--- config.mk ---
export PLATFORM = sky130hd
export DESIGN_NAME = clock_select_fanout_sync_enable
export DESIGN_NICKNAME = d
export VERILOG_FILES = /design/src/clock_fanout_pkg.sv /design/src/diff_input_resolve.sv /design/src/clock_select_fanout_sync_enable.sv
export SDC_FILE = /design/constraint.sdc
export NUM_CORES = 1
export LEC_CHECK = 0
export BUFFER_PORTS_ARGS = -buffer_cell sky130_fd_sc_hd__buf_2
export CORE_AREA = 2 2 39 41
export CTS_BUF_LIST = sky130_fd_sc_hd__clkbuf_4 sky130_fd_sc_hd__clkbuf_8
export DETAILED_ROUTE_END_ITERATION = 12
export DIE_AREA = 0 0 41 43
export PLACE_DENSITY_LB_ADDON = 0.15
export SLEW_MARGIN = 0
export SYNTH_ARGS = -nofsm -noshare
export SYNTH_HDL_FRONTEND = slang
export SYNTH_SLANG_ARGS = --single-unit
--- constraint.sdc ---
create_clock -name clk -period 0.8 [get_ports clk]
set_clock_uncertainty 0.05 [all_clocks]
set_input_delay 0.04 -clock clk [delete_from_list [all_inputs] [get_ports clk]]
set_output_delay 0.04 -clock clk [all_outputs]
set_load 0.01 [all_outputs]
--- src/clock_fanout_pkg.sv ---
package clock_fanout_pkg;

  // ==========================================================
  // Sizes and reset values
  // ==========================================================
  localparam int   FANOUT_PAIRS   = 5;
  localparam logic GATE_RESET_VAL = 1'b0;
  localparam logic SEL_PREV_RESET = 1'b0;

  // ==========================================================
  // Types
  // ==========================================================
  typedef enum logic [1:0]
  {
    GATE_OFF = 2'b01,
    GATE_ON  = 2'b10
  } gate_state_t;

  typedef struct packed
  {
    logic [FANOUT_PAIRS-1:0] true_out;
    logic [FANOUT_PAIRS-1:0] comp_out;
  } out_pair_t;

endpackage : clock_fanout_pkg

--- src/diff_input_resolve.sv ---
`timescale 1ns/10ps
module diff_input_resolve
(
  input  wire logic diff_p,
  input  wire logic diff_n,
  input  wire logic p_open,
  input  wire logic n_open,
  input  wire logic p_is_bias,
  input  wire logic n_is_bias,
  output logic      level
);

  // ==========================================================
  // Resolve the differential input to one logic level
  // ==========================================================
  wire both_open = p_open & n_open;
  wire p_level   = p_open ? 1'b0 : diff_p;
  wire n_level   = n_open ? 1'b1 : diff_n;
  wire se_true   = n_is_bias & ~p_is_bias;
  wire se_inv    = p_is_bias & ~n_is_bias;

  // Open pins bias to differential low
  assign level = both_open ? 1'b0 :
                 se_true   ? p_level :
                 se_inv    ? ~n_level :
                 (p_level & ~n_level);

endmodule : diff_input_resolve

--- src/clock_select_fanout_sync_enable.sv ---
`timescale 1ns/10ps
// How it works
// Low input_choice picks the differential clock, high the single one.
// The chosen signal drives all five pairs, true and inverted copies.
// The active-low gate passes a flip-flop clocked by clk and loaded on falling edges of the chosen clock.
// Gate low: outputs start at the next falling edge of the chosen clock.
// Gate high: outputs go low at the next falling edge and stay low.
// Enable changes only while the chosen clock is low; no pulse is cut.
// After power-up the source holds the gate low and toggles the clock.
// Both differential pins open read as a steady differential low.
// With bias on one half, the other half drives outputs true or inverted.
// Disabled: true low, complement high; the selector is combinational.
module clock_select_fanout_sync_enable
(
  input  wire logic                         clk,
  input  wire logic                         rst_n,
  input  wire logic                         diff_clock_p,
  input  wire logic                         diff_clock_n,
  input  wire logic                         diff_p_open,
  input  wire logic                         diff_n_open,
  input  wire logic                         diff_p_bias,
  input  wire logic                         diff_n_bias,
  input  wire logic                         single_clock_in,
  input  wire logic                         input_choice,
  input  wire logic                         output_gate_n,
  output clock_fanout_pkg::out_pair_t       out_pair
);

  // ==========================================================
  // Input selection
  // ==========================================================
  // The chosen input is sampled on clk, not used as a clock; its
  // falling edge is found by comparing the last sample with the current value.
  logic                          diff_level;
  logic                          chosen_reg;
  logic                          chosen_next;
  logic                          gate_en_reg;
  logic                          gate_en_next;
  clock_fanout_pkg::gate_state_t state_reg;
  clock_fanout_pkg::gate_state_t state_next;
  clock_fanout_pkg::out_pair_t   out_reg;
  clock_fanout_pkg::out_pair_t   out_next;

  // ==========================================================
  // Helpers
  // ==========================================================
  function automatic clock_fanout_pkg::out_pair_t pair_from
  (
    input logic level
  );
    clock_fanout_pkg::out_pair_t result;
    result.true_out = {clock_fanout_pkg::FANOUT_PAIRS{level}};
    result.comp_out = {clock_fanout_pkg::FANOUT_PAIRS{~level}};
    return result;
  endfunction : pair_from

  diff_input_resolve u_diff_input_resolve
  (
    .diff_p    (diff_clock_p),
    .diff_n    (diff_clock_n),
    .p_open    (diff_p_open),
    .n_open    (diff_n_open),
    .p_is_bias (diff_p_bias),
    .n_is_bias (diff_n_bias),
    .level     (diff_level)
  );

  // No resynchronisation of input_choice; a switch mid-pulse may glitch
  assign chosen_next = input_choice ? single_clock_in
                                    : diff_level;

  // ==========================================================
  // Synchronous enable
  // ==========================================================
  wire fall_edge = chosen_reg & ~chosen_next;

  // Gate sampled only on a falling edge, when the clock is already low
  assign gate_en_next = fall_edge ? ~output_gate_n
                                  : gate_en_reg;
  assign state_next   = gate_en_next ? clock_fanout_pkg::GATE_ON
                                     : clock_fanout_pkg::GATE_OFF;

  logic drive;
  always_comb
  begin
    drive = 1'b0;
    case (state_next)
      clock_fanout_pkg::GATE_ON:  drive = chosen_next;
      clock_fanout_pkg::GATE_OFF: drive = 1'b0;
      default:                    drive = 1'b0;
    endcase
  end

  // Outputs stay disabled until one falling edge with gate low
  assign out_next = pair_from(drive);

  // ==========================================================
  // Input history
  // ==========================================================
  always_ff @(posedge clk)
  begin
    if (!rst_n)
    begin
      chosen_reg <= clock_fanout_pkg::SEL_PREV_RESET;
    end
    else
    begin
      chosen_reg <= chosen_next;
    end
  end

  // ==========================================================
  // Enable state
  // ==========================================================
  always_ff @(posedge clk)
  begin
    if (!rst_n)
    begin
      gate_en_reg <= clock_fanout_pkg::GATE_RESET_VAL;
      state_reg   <= clock_fanout_pkg::GATE_OFF;
    end
    else
    begin
      gate_en_reg <= gate_en_next;
      state_reg   <= state_next;
    end
  end

  // ==========================================================
  // Output register
  // ==========================================================
  // Registered so that all ten outputs switch on the same edge
  always_ff @(posedge clk)
  begin
    if (!rst_n)
    begin
      out_reg <= pair_from(clock_fanout_pkg::GATE_RESET_VAL);
    end
    else
    begin
      out_reg <= out_next;
    end
  end

  assign out_pair = out_reg;

  // ==========================================================
  // Checks
  // ==========================================================
  a_pairs_complement: assert property (@(posedge clk)
    disable iff (!rst_n)
    out_pair.comp_out == ~out_pair.true_out)
    else $error("pair outputs not complementary");

  a_pairs_equal: assert property (@(posedge clk)
    disable iff (!rst_n)
    out_pair == pair_from(out_pair.true_out[0]))
    else $error("pair outputs differ");

  a_disabled_low: assert property (@(posedge clk)
    disable iff (!rst_n)
    state_reg == clock_fanout_pkg::GATE_OFF |-> out_pair.true_out == '0)
    else $error("disabled output not low");

  a_disabled_comp_high: assert property (@(posedge clk)
    disable iff (!rst_n)
    state_reg == clock_fanout_pkg::GATE_OFF |-> out_pair.comp_out == '1)
    else $error("disabled complement not high");

  a_enabled_follows: assert property (@(posedge clk)
    disable iff (!rst_n)
    state_reg == clock_fanout_pkg::GATE_ON && !$past(input_choice)
    |-> out_pair.true_out[0] == $past(diff_level))
    else $error("enabled output not following differential input");

  a_single_follows: assert property (@(posedge clk)
    disable iff (!rst_n)
    state_reg == clock_fanout_pkg::GATE_ON && $past(input_choice)
    |-> out_pair.true_out[0] == $past(single_clock_in))
    else $error("enabled output not following single input");

  a_enable_on_fall: assert property (@(posedge clk)
    disable iff (!rst_n)
    $rose(gate_en_reg) |-> $fell(chosen_reg) && !$past(output_gate_n))
    else $error("enable not on falling edge");

  a_disable_on_fall: assert property (@(posedge clk)
    disable iff (!rst_n)
    $fell(gate_en_reg) |-> $fell(chosen_reg) && $past(output_gate_n))
    else $error("disable not on falling edge");

  a_no_truncation: assert property (@(posedge clk)
    disable iff (!rst_n)
    $changed(gate_en_reg) |-> !chosen_reg)
    else $error("gate changed while clock high");

  a_gate_held: assert property (@(posedge clk)
    disable iff (!rst_n)
    !$fell(chosen_reg) |-> $stable(gate_en_reg))
    else $error("gate changed without falling edge");

  a_off_until_fall: assert property (@(posedge clk)
    disable iff (!rst_n)
    state_reg == clock_fanout_pkg::GATE_OFF ##1 !$fell(chosen_reg)
    |-> state_reg == clock_fanout_pkg::GATE_OFF)
    else $error("outputs enabled without falling edge");

  a_reset_quiet: assert property (@(posedge clk)
    $rose(rst_n) |-> state_reg == clock_fanout_pkg::GATE_OFF
    && out_pair == pair_from(clock_fanout_pkg::GATE_RESET_VAL))
    else $error("outputs not disabled after reset");

  a_open_low: assert property (@(posedge clk)
    disable iff (!rst_n)
    diff_p_open && diff_n_open |-> !diff_level)
    else $error("open differential input not low");

  a_bias_true: assert property (@(posedge clk)
    disable iff (!rst_n)
    diff_n_bias && !diff_p_bias && !diff_p_open
    |-> diff_level == diff_clock_p)
    else $error("biased input not following true half");

  a_bias_inv: assert property (@(posedge clk)
    disable iff (!rst_n)
    diff_p_bias && !diff_n_bias && !diff_n_open
    |-> diff_level == !diff_clock_n)
    else $error("biased input not inverting other half");

endmodule : clock_select_fanout_sync_enable

=== Word level (Yosys, flattened, before mapping) ===
Index checks and enable logic that the tools add are counted.

* Register bits: 4
* Latch bits: 0
* RAM bits: 0
* ROM bits: 0
* Bits of input ports: 11
* Output and inout port bits: 10
* Logic and storage cells: 25
* Memories kept: 0

* Add/sub/neg operators: 0
* Multiply operators: 0
* Div/mod/pow operators: 0
* Magnitude comparators: 0
* Equal/unequal tests: 1
* Shift operators: 0
* Multiplexer cells: 9
* Bitwise logic cells: 11
* Reduce and logical (&&, ||, !) cells: 0

{| class="wikitable"
|+ Operators with widths
! operator !! count
|-
| $mux 1 || 8
|-
| $not 1->1 || 6
|-
| $and 1x1->1 || 5
|-
| $eq 2x2->1 const B || 1
|-
| $mux 2 || 1
|}

=== Depth between registers and ports, before layout ===
Gate-level depths: netlist of the first run.

* Word-level depth: 14
* Mapped depth: 4

=== By module ===
Synthesis of the first run repeated with hierarchy kept, for this count alone.

* Cells, all modules: 26
* Area, all modules: 237.7 sq um

{| class="wikitable"
|+ By module, submodules not included
! module !! instances !! cells each !! area each (sq um) !! seq. area each (sq um)
|-
| clock_select_fanout_sync_enable || 1 || 21 || 200.2 || 80.1
|-
| diff_input_resolve || 1 || 5 || 37.5 || 0.0
|}

=== Least setup slack after synthesis of the first run ===
Ideal clock, no wire load.

* Path kind: in2reg
* Start point: input diff_clock_p
* End point: register with a tool-made name
* Library setup time: 0.119 ns
* Arrival time: 0.593 ns
* Data required time: 0.631 ns
* Setup slack: 0.038 ns
* Stages: 4
* Path buffers: 0
* Cell sequence: nor2b_1 o221ai_4 nand3_2 mux2i_1

{| class="wikitable"
|+ RTL lines
! element !! RTL line !! text
|-
| from (decl) || clock_select_fanout_sync_enable.sv:17 || <nowiki>input wire logic diff_clock_p,</nowiki>
|}

=== Worst setup path in the final report of the first run ===
* Start point: register, netlist name out_pair[0]
* End point: output out_pair[0] in the netlist's numbering

{| class="wikitable"
|+ RTL lines
! element !! RTL line !! text
|-
| to (decl) || clock_select_fanout_sync_enable.sv:26 || <nowiki>output clock_fanout_pkg::out_pair_t out_pair</nowiki>
|}

No word-level cell between the ends.

==> results.py, run 1 <==
metrics = {
    "critical_path": {
        "critical_path_depth": 1,
        "timing.critical_path.slowest_stage_cell": "sky130_fd_sc_hd__dfxtp_4",
        "path_max_fanout": 5,
        "cp_class": "flop to output port",
        "setup.worst_path.start_class": "flop",
        "slowest_delay_ns": 0.36,
        "cp_cell_sequence": "buf_2",
        "worstSetupEndpointType": "output port",
        "critPathTopFamily": "flip-flops",
        "worst_r2r_path_depth": 3,
        "cp.buffers_inverters": 1,
        "critPathRequiredTime_ns": 0.71,
        "worst_ep_arrival_time_ns": 0.72,
    },
    "clocking": {
        "clk_pin_slew_worst_paths_ns": 0.03,
        "clock_tree.htree_level_count": 1,
        "clockRootBuffer": "sky130_fd_sc_hd__clkbuf_4",
        "tritoncts": "yes",
        "buffers_inserted_by_post_cts_timing_repair": 0,
        "cts-root-to-sink-buffers": 2,
        "worstSkewPairLatency_ns": 0.22,
        "clock_sink_count": 4,
        "cts-buffers-inserted": 3,
    },
    "place": {
        "pre_cts_slack_ns": -0.126,
        "gp_congestion": 0.662,
        "buffer_ports.inserted": 20,
    },
    "logic_synthesis": {
        "post_synth_instance_area_sq_um": 260,
        "post_synth.cell_area_avg_sq_um": 9.64,
        "ys_seq_elements": 4,
        "synth_top_cell_by_area": "sky130_fd_sc_hd__dfxtp_1",
        "ys.warnings.count": 0,
        "yosys-top-cells-area": "sky130_fd_sc_hd__dfxtp_1, sky130_fd_sc_hd__buf_4, sky130_fd_sc_hd__nor2b_4, sky130_fd_sc_hd__o221ai_4, sky130_fd_sc_hd__nand2_1",
        "post-synth-top-area-fraction_pct": 30.8,
        "syn-num-nets": 38,
        "seq_area_frac_synth_pct": 30.8,
        "synthCells": 27,
        "synth_cell_types": 13,
    },
    "power_and_ir_drop": {
        "p_leak_nw": 0.196,
        "powerDensity_nw_per_um2": 1330,
        "irDropWorstVdd_mv": 0.692,
    },
    "sta": {
        "period_share_pct": 101,
        "clock.fmax_mhz": 1240,
        "final.setup.worst_slack_ns": -0.00809,
        "layout_min_cycle_time_ns": 0.808,
        "timing_worst_slew_pin_value_ns": 0.218,
        "rsz0062_at_grt": "true",
        "timing.final.hold_violations": 0,
        "setup_viol_count_final": 2,
        "max_slew_margin_pct": 85.4,
        "slew_violations": 0,
    },
    "final_layout": {
        "layout-area-overhead-vs-synth_pct": 49.5,
        "inserted_diodes": 0,
        "final_layout_size_suffix_gt1_share_pct": 69.8,
        "utilization_pct": 28.1,
        "nNetsFinal": 56,
    },
    "grt": {
        "track_usage_pct": 6.13,
        "grt_pass1_vias": 189,
        "grt_max_degree": 6,
        "global_route.overflow_total": 0,
        "global_route_wire_length_before_repair_microns": 676,
        "grt_antenna_before_repair": 0,
    },
    "drt": {
        "drc_errors": 0,
        "drt-pass1-iter-count": 1,
        "routed-via-count": 211,
        "avgViaCountPerCell": 3.58,
        "drt_iter0_markers": 0,
        "route.antenna.remaining_nets": 0,
        "drt-total-wl_microns": 436,
        "wl_per_cell_microns": 7.39,
    },
    "run_status": {
        "failed_checks": "negative setup slack",
        "outcome": "finished, violations left",
    },
    "die": {
        "die_y_microns": 43,
        "initial_utilization_pct": 18.8,
        "core_area_sq_um": 1380,
        "design.die.area_sq_um": 1760,
        "floorplan.io_pins": 21,
        "die_width_microns": 41,
        "rows": 14,
    },
    "hold_path": {
        "whs_path_depth": 3,
        "min-delay-path-class": "input port to flop",
    },
    "run": {
        "drv.max_cap_violation_count": 0,
    },
}
power breakdown:
group	switching [mW]	total, mW	internal [mW]
registers	0.00293	0.204	0.201
logic	0.0355	0.0824	0.0470
clock network	0.0668	0.233	0.167
total	0.105	0.519	0.414
cells by family after synthesis:
group | Yosys count | share of synthesized area, %
and+or+nand+nor | 10 | 27.4
buffers and inverters | 10 | 26.0
DFF | 4 | 30.8
AOI/OAI and AO/OA | 2 | 12.0
muxes | 1 | 3.85
repair_timing:
action | in CTS | in global routing
hold endpoints to repair | 1 | 0
setup endpoints to repair | 10 | 11
resized for setup | 2 | 7
hold buffers | 1 | 0
cloned | 0 | 0
stage by stage:
stage	instances	instance area (sq um)	power, mW	hold WS (ns)	setup TNS, ns
2_1_floorplan	27	260	0.257	0.112	0
3_3_place_gp	55	320	0.286	0.225	-0.249
3_5_place_dp	55	320	0.289	0.234	-0.371
4_1_cts	59	355	0.537	0.0395	-0.00311
5_1_grt	59	389	0.557	0.0548	-0.205
6_report	59	389	0.519	0.0415	-0.0160
synthesized netlist by cell type:
cell type,instances
sky130_fd_sc_hd__mux2i_1,1
sky130_fd_sc_hd__nor2_1,1
sky130_fd_sc_hd__o221ai_4,1
sky130_fd_sc_hd__and2_1,1
sky130_fd_sc_hd__inv_1,2
sky130_fd_sc_hd__nand2_1,3
sky130_fd_sc_hd__buf_4,8
sky130_fd_sc_hd__dfxtp_1,4
sky130_fd_sc_hd__nand2b_1,1
sky130_fd_sc_hd__nand3_2,1
sky130_fd_sc_hd__a21oi_1,1
sky130_fd_sc_hd__nor2b_1,1
sky130_fd_sc_hd__nor2b_4,2
worst paths after layout:
check | slack (ns) | endpoint | startpoint
max | -0.008 | out_pair[0] | out_pair[0]
min | 0.04 | flop | output_gate_n
max reg2reg | 0.10 | out_pair[0] | flop
min reg2reg | 0.41 | out_pair[5] | flop
routing by layer:
metal | track usage (%) | part of all wire [%]
met5 | 0 | 0
met4 | 4.00 | 0
met3 | 4.71 | 5.3
met2 | 9.69 | 59
met1 | 4.84 | 35
cell type report:
cell class	instances	area [sq um]
Sequential cell	4	87.6
Inverter	2	7.51
Timing Repair Buffer	21	135
Tap cell	16	20.0
Fill cell	151	995
Multi-Input combinational cell	13	116
Clock buffer	3	22.5
layout by cell type (no fill, tap or decap):
cell	netlist	final
sky130_fd_sc_hd__clkbuf_4	0	3
sky130_fd_sc_hd__nor2b_1	1	1
sky130_fd_sc_hd__dlygate4sd3_1	0	1
sky130_fd_sc_hd__a21oi_2	0	1
sky130_fd_sc_hd__nand2_1	3	3
sky130_fd_sc_hd__nor2_1	1	1
sky130_fd_sc_hd__buf_2	0	16
sky130_fd_sc_hd__nor2b_4	2	2
sky130_fd_sc_hd__o221ai_4	1	1
sky130_fd_sc_hd__buf_6	0	4
sky130_fd_sc_hd__nand2b_1	1	1
sky130_fd_sc_hd__and2_1	1	1
sky130_fd_sc_hd__inv_1	2	2
sky130_fd_sc_hd__dfxtp_1	4	2
sky130_fd_sc_hd__mux2i_1	1	1
sky130_fd_sc_hd__nand3_2	1	1
sky130_fd_sc_hd__dfxtp_4	0	2
Power figures use the tool's default switching activity.
==> inputs of run 2 (changes only) <==
Settings changed: CELL_PAD_IN_SITES_DETAIL_PLACEMENT set to 0, CELL_PAD_IN_SITES_GLOBAL_PLACEMENT set to 1, SYNTH_HIERARCHICAL set to 1.
==> run 2 against run 1 <==
Effect of this change:
- the run still ends with negative setup slack left
- die area stayed put
- count of clock-buffer cells in the layout stayed put
- non-clock buffer count is 1 lower
- worst setup slack worse by 0.023 ns
- area after synthesis is 8.7% lower
- largest cell class unchanged
==> results.py, run 2 <==
metrics = {
    "critical_path": {
        "path_max_fanout": 4,
        "worst_ep_arrival_time_ns": 0.95,
        "cp_class": "input port to flop",
        "critPathRequiredTime_ns": 0.92,
        "worstSetupEndpointType": "flop",
        "setup.worst_path.start_class": "input port",
    },
    "logic_synthesis": {
        "post_synth.cell_area_avg_sq_um": 9.14,
        "synth_compound_area_share_pct": 12.6,
        "synthFlopType": "sky130_fd_sc_hd__dfxtp_1",
        "post-synth-top-area-fraction_pct": 33.7,
        "synthXorXnorAreaFrac_pct": 0,
        "ys_seq_elements": 4,
        "ys_top_cells_by_count": "sky130_fd_sc_hd__buf_4, sky130_fd_sc_hd__dfxtp_1, sky130_fd_sc_hd__inv_1",
        "synth_adder_area_share_pct": 0,
        "post_synth_instance_area_sq_um": 238,
        "synth_top_cell_by_area": "sky130_fd_sc_hd__dfxtp_1",
        "yosys-top-cells-area": "sky130_fd_sc_hd__dfxtp_1, sky130_fd_sc_hd__buf_4, sky130_fd_sc_hd__inv_1, sky130_fd_sc_hd__mux2_4, sky130_fd_sc_hd__nor4b_2",
        "post_synth_and_or_nand_nor_area_fraction_pct": 15.8,
        "syn-num-nets": 37,
        "synth_most_common_cell": "sky130_fd_sc_hd__buf_4",
        "synth_async_sr_flop_share_pct": 0,
        "muxShareOfSynthArea_pct": 6.32,
        "synth_enable_flop_cells": 0,
        "synthCells": 26,
        "synth_cell_types": 13,
        "main_combinational_cell_family_by_area_after_synthesis": "buffers and inverters",
        "seq_area_frac_synth_pct": 33.7,
        "ys.warnings.count": 6,
    },
    "drt": {
        "drt-total-wl_microns": 470,
        "drt-pass1-iter-count": 2,
        "routed-via-count": 216,
        "wl_per_cell_microns": 8.25,
        "route.antenna.remaining_nets": 0,
        "detail_route.wirelength.met1_microns": 161,
        "top_layer": "met3",
        "drt_iter0_markers": 1,
        "avgViaCountPerCell": 3.79,
        "met2_length_microns": 255,
        "routed-wl-met3_microns": 53,
        "drc_errors": 0,
    },
    "sta": {
        "slew_violations": 0,
        "max_slew_margin_pct": 87.8,
        "clock.fmax_mhz": 1200,
        "rsz0062_at_grt": "true",
        "setup_viol_count_final": 4,
        "timing_worst_slew_pin_value_ns": 0.182,
        "timing.setup.tns_ns": -0.0813,
        "timing.final.hold_violations": 0,
        "final.setup.worst_slack_ns": -0.0308,
        "period_share_pct": 104,
        "layout_min_cycle_time_ns": 0.831,
        "final_layout_worst_hold_slack_ns": 0.00925,
    },
    "die": {
        "die_y_microns": 43,
        "design.die.area_sq_um": 1760,
        "rows": 14,
        "initial_utilization_pct": 17.2,
        "die_width_microns": 41,
        "floorplan.io_pins": 21,
        "core_area_sq_um": 1380,
    },
    "power_and_ir_drop": {
        "p_total_uw": 560,
        "powerDensity_nw_per_um2": 1290,
        "irDropWorstVdd_mv": 0.467,
        "p_leak_nw": 0.206,
    },
    "clocking": {
        "clk_pin_slew_worst_paths_ns": 0.04,
        "clockRootBuffer": "sky130_fd_sc_hd__clkbuf_4",
        "clock_tree.htree_level_count": 1,
        "tritoncts": "yes",
        "worstSkewPairLatency_ns": 0.23,
        "cts-root-to-sink-buffers": 2,
        "clock_sink_count": 4,
        "cts-buffers-inserted": 3,
    },
    "final_layout": {
        "final_layout_size_suffix_gt1_share_pct": 78.0,
        "commonest_non_fill_non_tap_cell_in_the_layout": "sky130_fd_sc_hd__buf_6",
        "final.fill_count": 147,
        "nNetsFinal": 54,
        "design_area_sq_um": 434,
        "layout-area-overhead-vs-synth_pct": 82.6,
        "utilization_pct": 31.4,
        "final_cell_mix": "sky130_fd_sc_hd__buf_6, sky130_fd_sc_hd__buf_2, sky130_fd_sc_hd__clkbuf_4",
        "inserted_diodes": 0,
        "final_cells": 57,
    },
    "grt": {
        "grt_max_degree": 6,
        "track_usage_pct": 6.83,
        "global_route_wire_length_before_repair_microns": 731,
        "global_route.overflow_total": 0,
        "grt_pass1_vias": 220,
        "grt_antenna_before_repair": 0,
    },
    "run_status": {
        "failed_checks": "negative setup slack",
        "outcome": "finished, violations left",
    },
    "place": {
        "gp_congestion": 0.607,
        "placed_cell_area_sq_um": 310,
        "half_perimeter_wire_length_of_the_detailed_placement_result_microns": 386,
        "buffer_ports.inserted": 20,
        "dpl.cell_count": 54,
        "pre_cts_slack_ns": -0.321,
    },
    "hold_path": {
        "min-delay-path-class": "input port to flop",
    },
    "run": {
        "drv.max_cap_violation_count": 0,
    },
}
-- run 2: repair_timing --
action / CTS / global route
buffers inserted: 0 / 0
hold buffers: 0 / 0
pin swaps: 3 / 0
resized for setup: 6 / 16
setup endpoints to repair: 14 / 14
-- run 2: final cells by class --
type	count	area, sq um	share of cell area [%]
multi-input combinational	10	101	23.3
timing repair buffer	20	185	42.7
inverter	4	17.5	4.03
clock buffer	3	22.5	5.19
tap	16	20.0	4.61
sequential	4	87.6	20.2
-- run 2: logic make-up after synthesis --
logic type,count (synthesis)
AOI/OAI and AO/OA,4
buffers and inverters,12
DFF,4
muxes,1
and+or+nand+nor,5
-- run 2: final timing paths --
kind	start	end	slack [ns]	cells after the start
worst max-delay path	diff_p_bias	flop	-0.03	6
worst max register to register	chosen_reg	flop	0.07	3
worst min register to register	flop	out_pair[5]	0.45	1
worst min-delay path	rst_n	chosen_reg	0.009	2
-- run 2: layer usage --
metal | GRT usage, % | up-vias
li1 | - | 106
met1 | 6.11 | 95
met2 | 9.69 | 15
met3 | 6.28 | 0
met4 | 4.00 | 0
met5 | 0 | -
-- run 2: power by group --
group / internal (mW) / switching [mW]
Combinational: 0.0699 / 0.0380
Sequential: 0.203 / 0.00667
Clock: 0.167 / 0.0749
Total: 0.440 / 0.120
-- run 2: critical path, stage by stage --
cell	delay [ns]
sky130_fd_sc_hd__buf_6	0.09
sky130_fd_sc_hd__nor4b_4	0.12
sky130_fd_sc_hd__a31o_1	0.17
sky130_fd_sc_hd__mux2_4	0.28
sky130_fd_sc_hd__o21ba_1	0.17
sky130_fd_sc_hd__nor2_1	0.07
==> inputs of run 3 (changes only) <==
Settings changed: RECOVER_POWER set to 100, SETUP_SLACK_MARGIN set to 0.02.
==> run 3 against run 2 <==
Effect of this change:
- critical path type unchanged
- largest power group unchanged
- highest routed layer unchanged
- cell count did not move
- via count unchanged
- the flow still finishes with violations (negative setup slack)
- maximum frequency shrank 0.54%
- core utilization increased by 0.090 points
- first-iteration DRC count did not move
==> results.py, run 3 (synthesis gave the netlist of run 2 again) <==
metrics = {
    "place": {
        "pre_cts_slack_ns": -0.321,
        "half_perimeter_wire_length_of_the_detailed_placement_result_microns": 386,
        "buffer_ports.inserted": 20,
        "dpl.cell_count": 54,
        "gp_congestion": 0.607,
    },
    "drt": {
        "drc_errors": 0,
        "drt_iter0_markers": 1,
        "route.antenna.remaining_nets": 0,
        "avgViaCountPerCell": 3.79,
        "drt-pass1-iter-count": 2,
        "wl_per_cell_microns": 8.28,
        "drt-total-wl_microns": 472,
        "routed-via-count": 216,
    },
    "critical_path": {
        "slowest_delay_ns": 0.29,
        "worst_r2r_path_depth": 3,
        "timing.critical_path.slowest_stage_cell": "sky130_fd_sc_hd__mux2_4",
        "path_max_fanout": 4,
        "register_to_register_setup_slack_ns": 0.07,
        "setup.worst_path.start_class": "input port",
        "cp_class": "input port to flop",
        "critPathRequiredTime_ns": 0.87,
        "cp_cell_sequence": "buf_6 > nor4b_4 > a31o_1 > mux2_4 > o21ai_1 > nor2_1",
        "critPathTopFamily": "compound AO/OA/AOI/OAI gates",
        "worst_ep_arrival_time_ns": 0.91,
        "worstSetupEndpointType": "flop",
        "cp.buffers_inverters": 1,
        "source_of_the_worst_register_to_register_timing_path": "chosen_reg",
        "critical_path_depth": 6,
    },
    "hold_path": {
        "hold_end": "chosen_reg",
        "hold_path_startpoint": "rst_n",
        "whs_path_depth": 2,
        "min-delay-path-class": "input port to flop",
    },
    "grt": {
        "track_usage_pct": 7.43,
        "grt_max_degree": 6,
        "global_route_wire_length_before_repair_microns": 814,
        "grt_antenna_before_repair": 0,
        "global_route.overflow_total": 0,
        "grt_pass1_vias": 243,
    },
    "power_and_ir_drop": {
        "p_total_uw": 563,
        "powerDensity_nw_per_um2": 1290,
        "irDropWorstVdd_mv": 0.467,
        "p_leak_nw": 0.207,
    },
    "sta": {
        "max_slew_margin_pct": 87.8,
        "timing.final.hold_violations": 0,
        "rsz0062_at_grt": "true",
        "slew_violations": 0,
        "setup_viol_count_final": 3,
        "final.setup.worst_slack_ns": -0.0353,
        "clock.fmax_mhz": 1200,
        "timing_worst_slew_pin_value_ns": 0.182,
        "layout_min_cycle_time_ns": 0.835,
        "period_share_pct": 104,
    },
    "die": {
        "design.die.area_sq_um": 1760,
        "die_y_microns": 43,
        "rows": 14,
        "floorplan.io_pins": 21,
        "initial_utilization_pct": 17.2,
        "core_area_sq_um": 1380,
        "die_width_microns": 41,
    },
    "clocking": {
        "cts-hold-fix-buffers": 0,
        "tritoncts": "yes",
        "buffers_inserted_by_post_cts_timing_repair": 0,
        "clockRootBuffer": "sky130_fd_sc_hd__clkbuf_4",
        "clock_tree.htree_level_count": 1,
        "cts-root-to-sink-buffers": 2,
        "worstSkewPairLatency_ns": 0.23,
        "cts-buffers-inserted": 3,
        "clock_sink_count": 4,
        "clk_pin_slew_worst_paths_ns": 0.04,
    },
    "final_layout": {
        "ff_latch_area_sq_um": 87.6,
        "inserted_diodes": 0,
        "layout-area-overhead-vs-synth_pct": 83.2,
        "commonest_non_fill_non_tap_cell_in_the_layout": "sky130_fd_sc_hd__buf_6",
        "final_cells": 57,
        "final_cell_mix": "sky130_fd_sc_hd__buf_6, sky130_fd_sc_hd__buf_2, sky130_fd_sc_hd__clkbuf_4",
        "final_layout_size_suffix_gt1_share_pct": 78.0,
        "multi_input_gate_area_in_the_final_layout_sq_um": 103,
        "nNetsFinal": 54,
        "final.fill_count": 147,
    },
    "run_status": {
        "failed_checks": "negative setup slack",
        "outcome": "finished, violations left",
    },
    "run": {
        "drv.max_cap_violation_count": 0,
    },
}
[run 3: cell counts in the layout (fill, tap and decap cells not counted)]
Identical to the previous run, type by type.
[run 3: layout make-up]
cell class | instances | share of cell area, %
multi-input cells | 10 | 23.6
well taps | 16 | 4.60
inverters | 4 | 4.02
clock buffers | 3 | 5.17
flip-flops and latches | 4 | 20.1
repair buffers | 20 | 42.5
[run 3: where the power goes]
part           switching, mW  total, mW  internal (mW)
sequential           0.00667      0.210          0.203
combinational         0.0387      0.110         0.0715
clock                 0.0752      0.242          0.167
[run 3: per-stage QoR]
stage	instance area [sq um]	TNS (ns)	hold WS [ns]	utilization [%]
2_1_floorplan	250	-0.515	0.126	-
3_3_place_gp	310	-1.11	0.242	22.4
3_5_place_dp	310	-1.18	0.249	22.4
4_1_cts	423	-0.152	0.00828	30.6
5_1_grt	435	-0.462	0.0202	31.5
6_report	435	-0.0652	0.0161	31.5
[run 3: what timing repair did]
item	in CTS	in global routing
pin swaps	4	0
endpoints found under the setup margin	14	14
resized for setup	19	4
gates cloned	0	0
[run 3: worst max path at each step]
stage	from	to	slack (ns)
global route	diff_n_bias	flop	-0.07
CTS	diff_p_bias	flop	-0.03
global placement	diff_n_bias	flop	-0.29
finish	diff_p_bias	flop	-0.04
detailed placement	diff_n_bias	flop	-0.32
floorplan	diff_p_bias	flop	-0.14
[run 3: per-layer routing]
layer | track usage, % | wire [microns]
met5 | 0 | 0
met4 | 4.00 | 0
met2 | 11.6 | 256
met1 | 6.11 | 162
met3 | 6.28 | 53
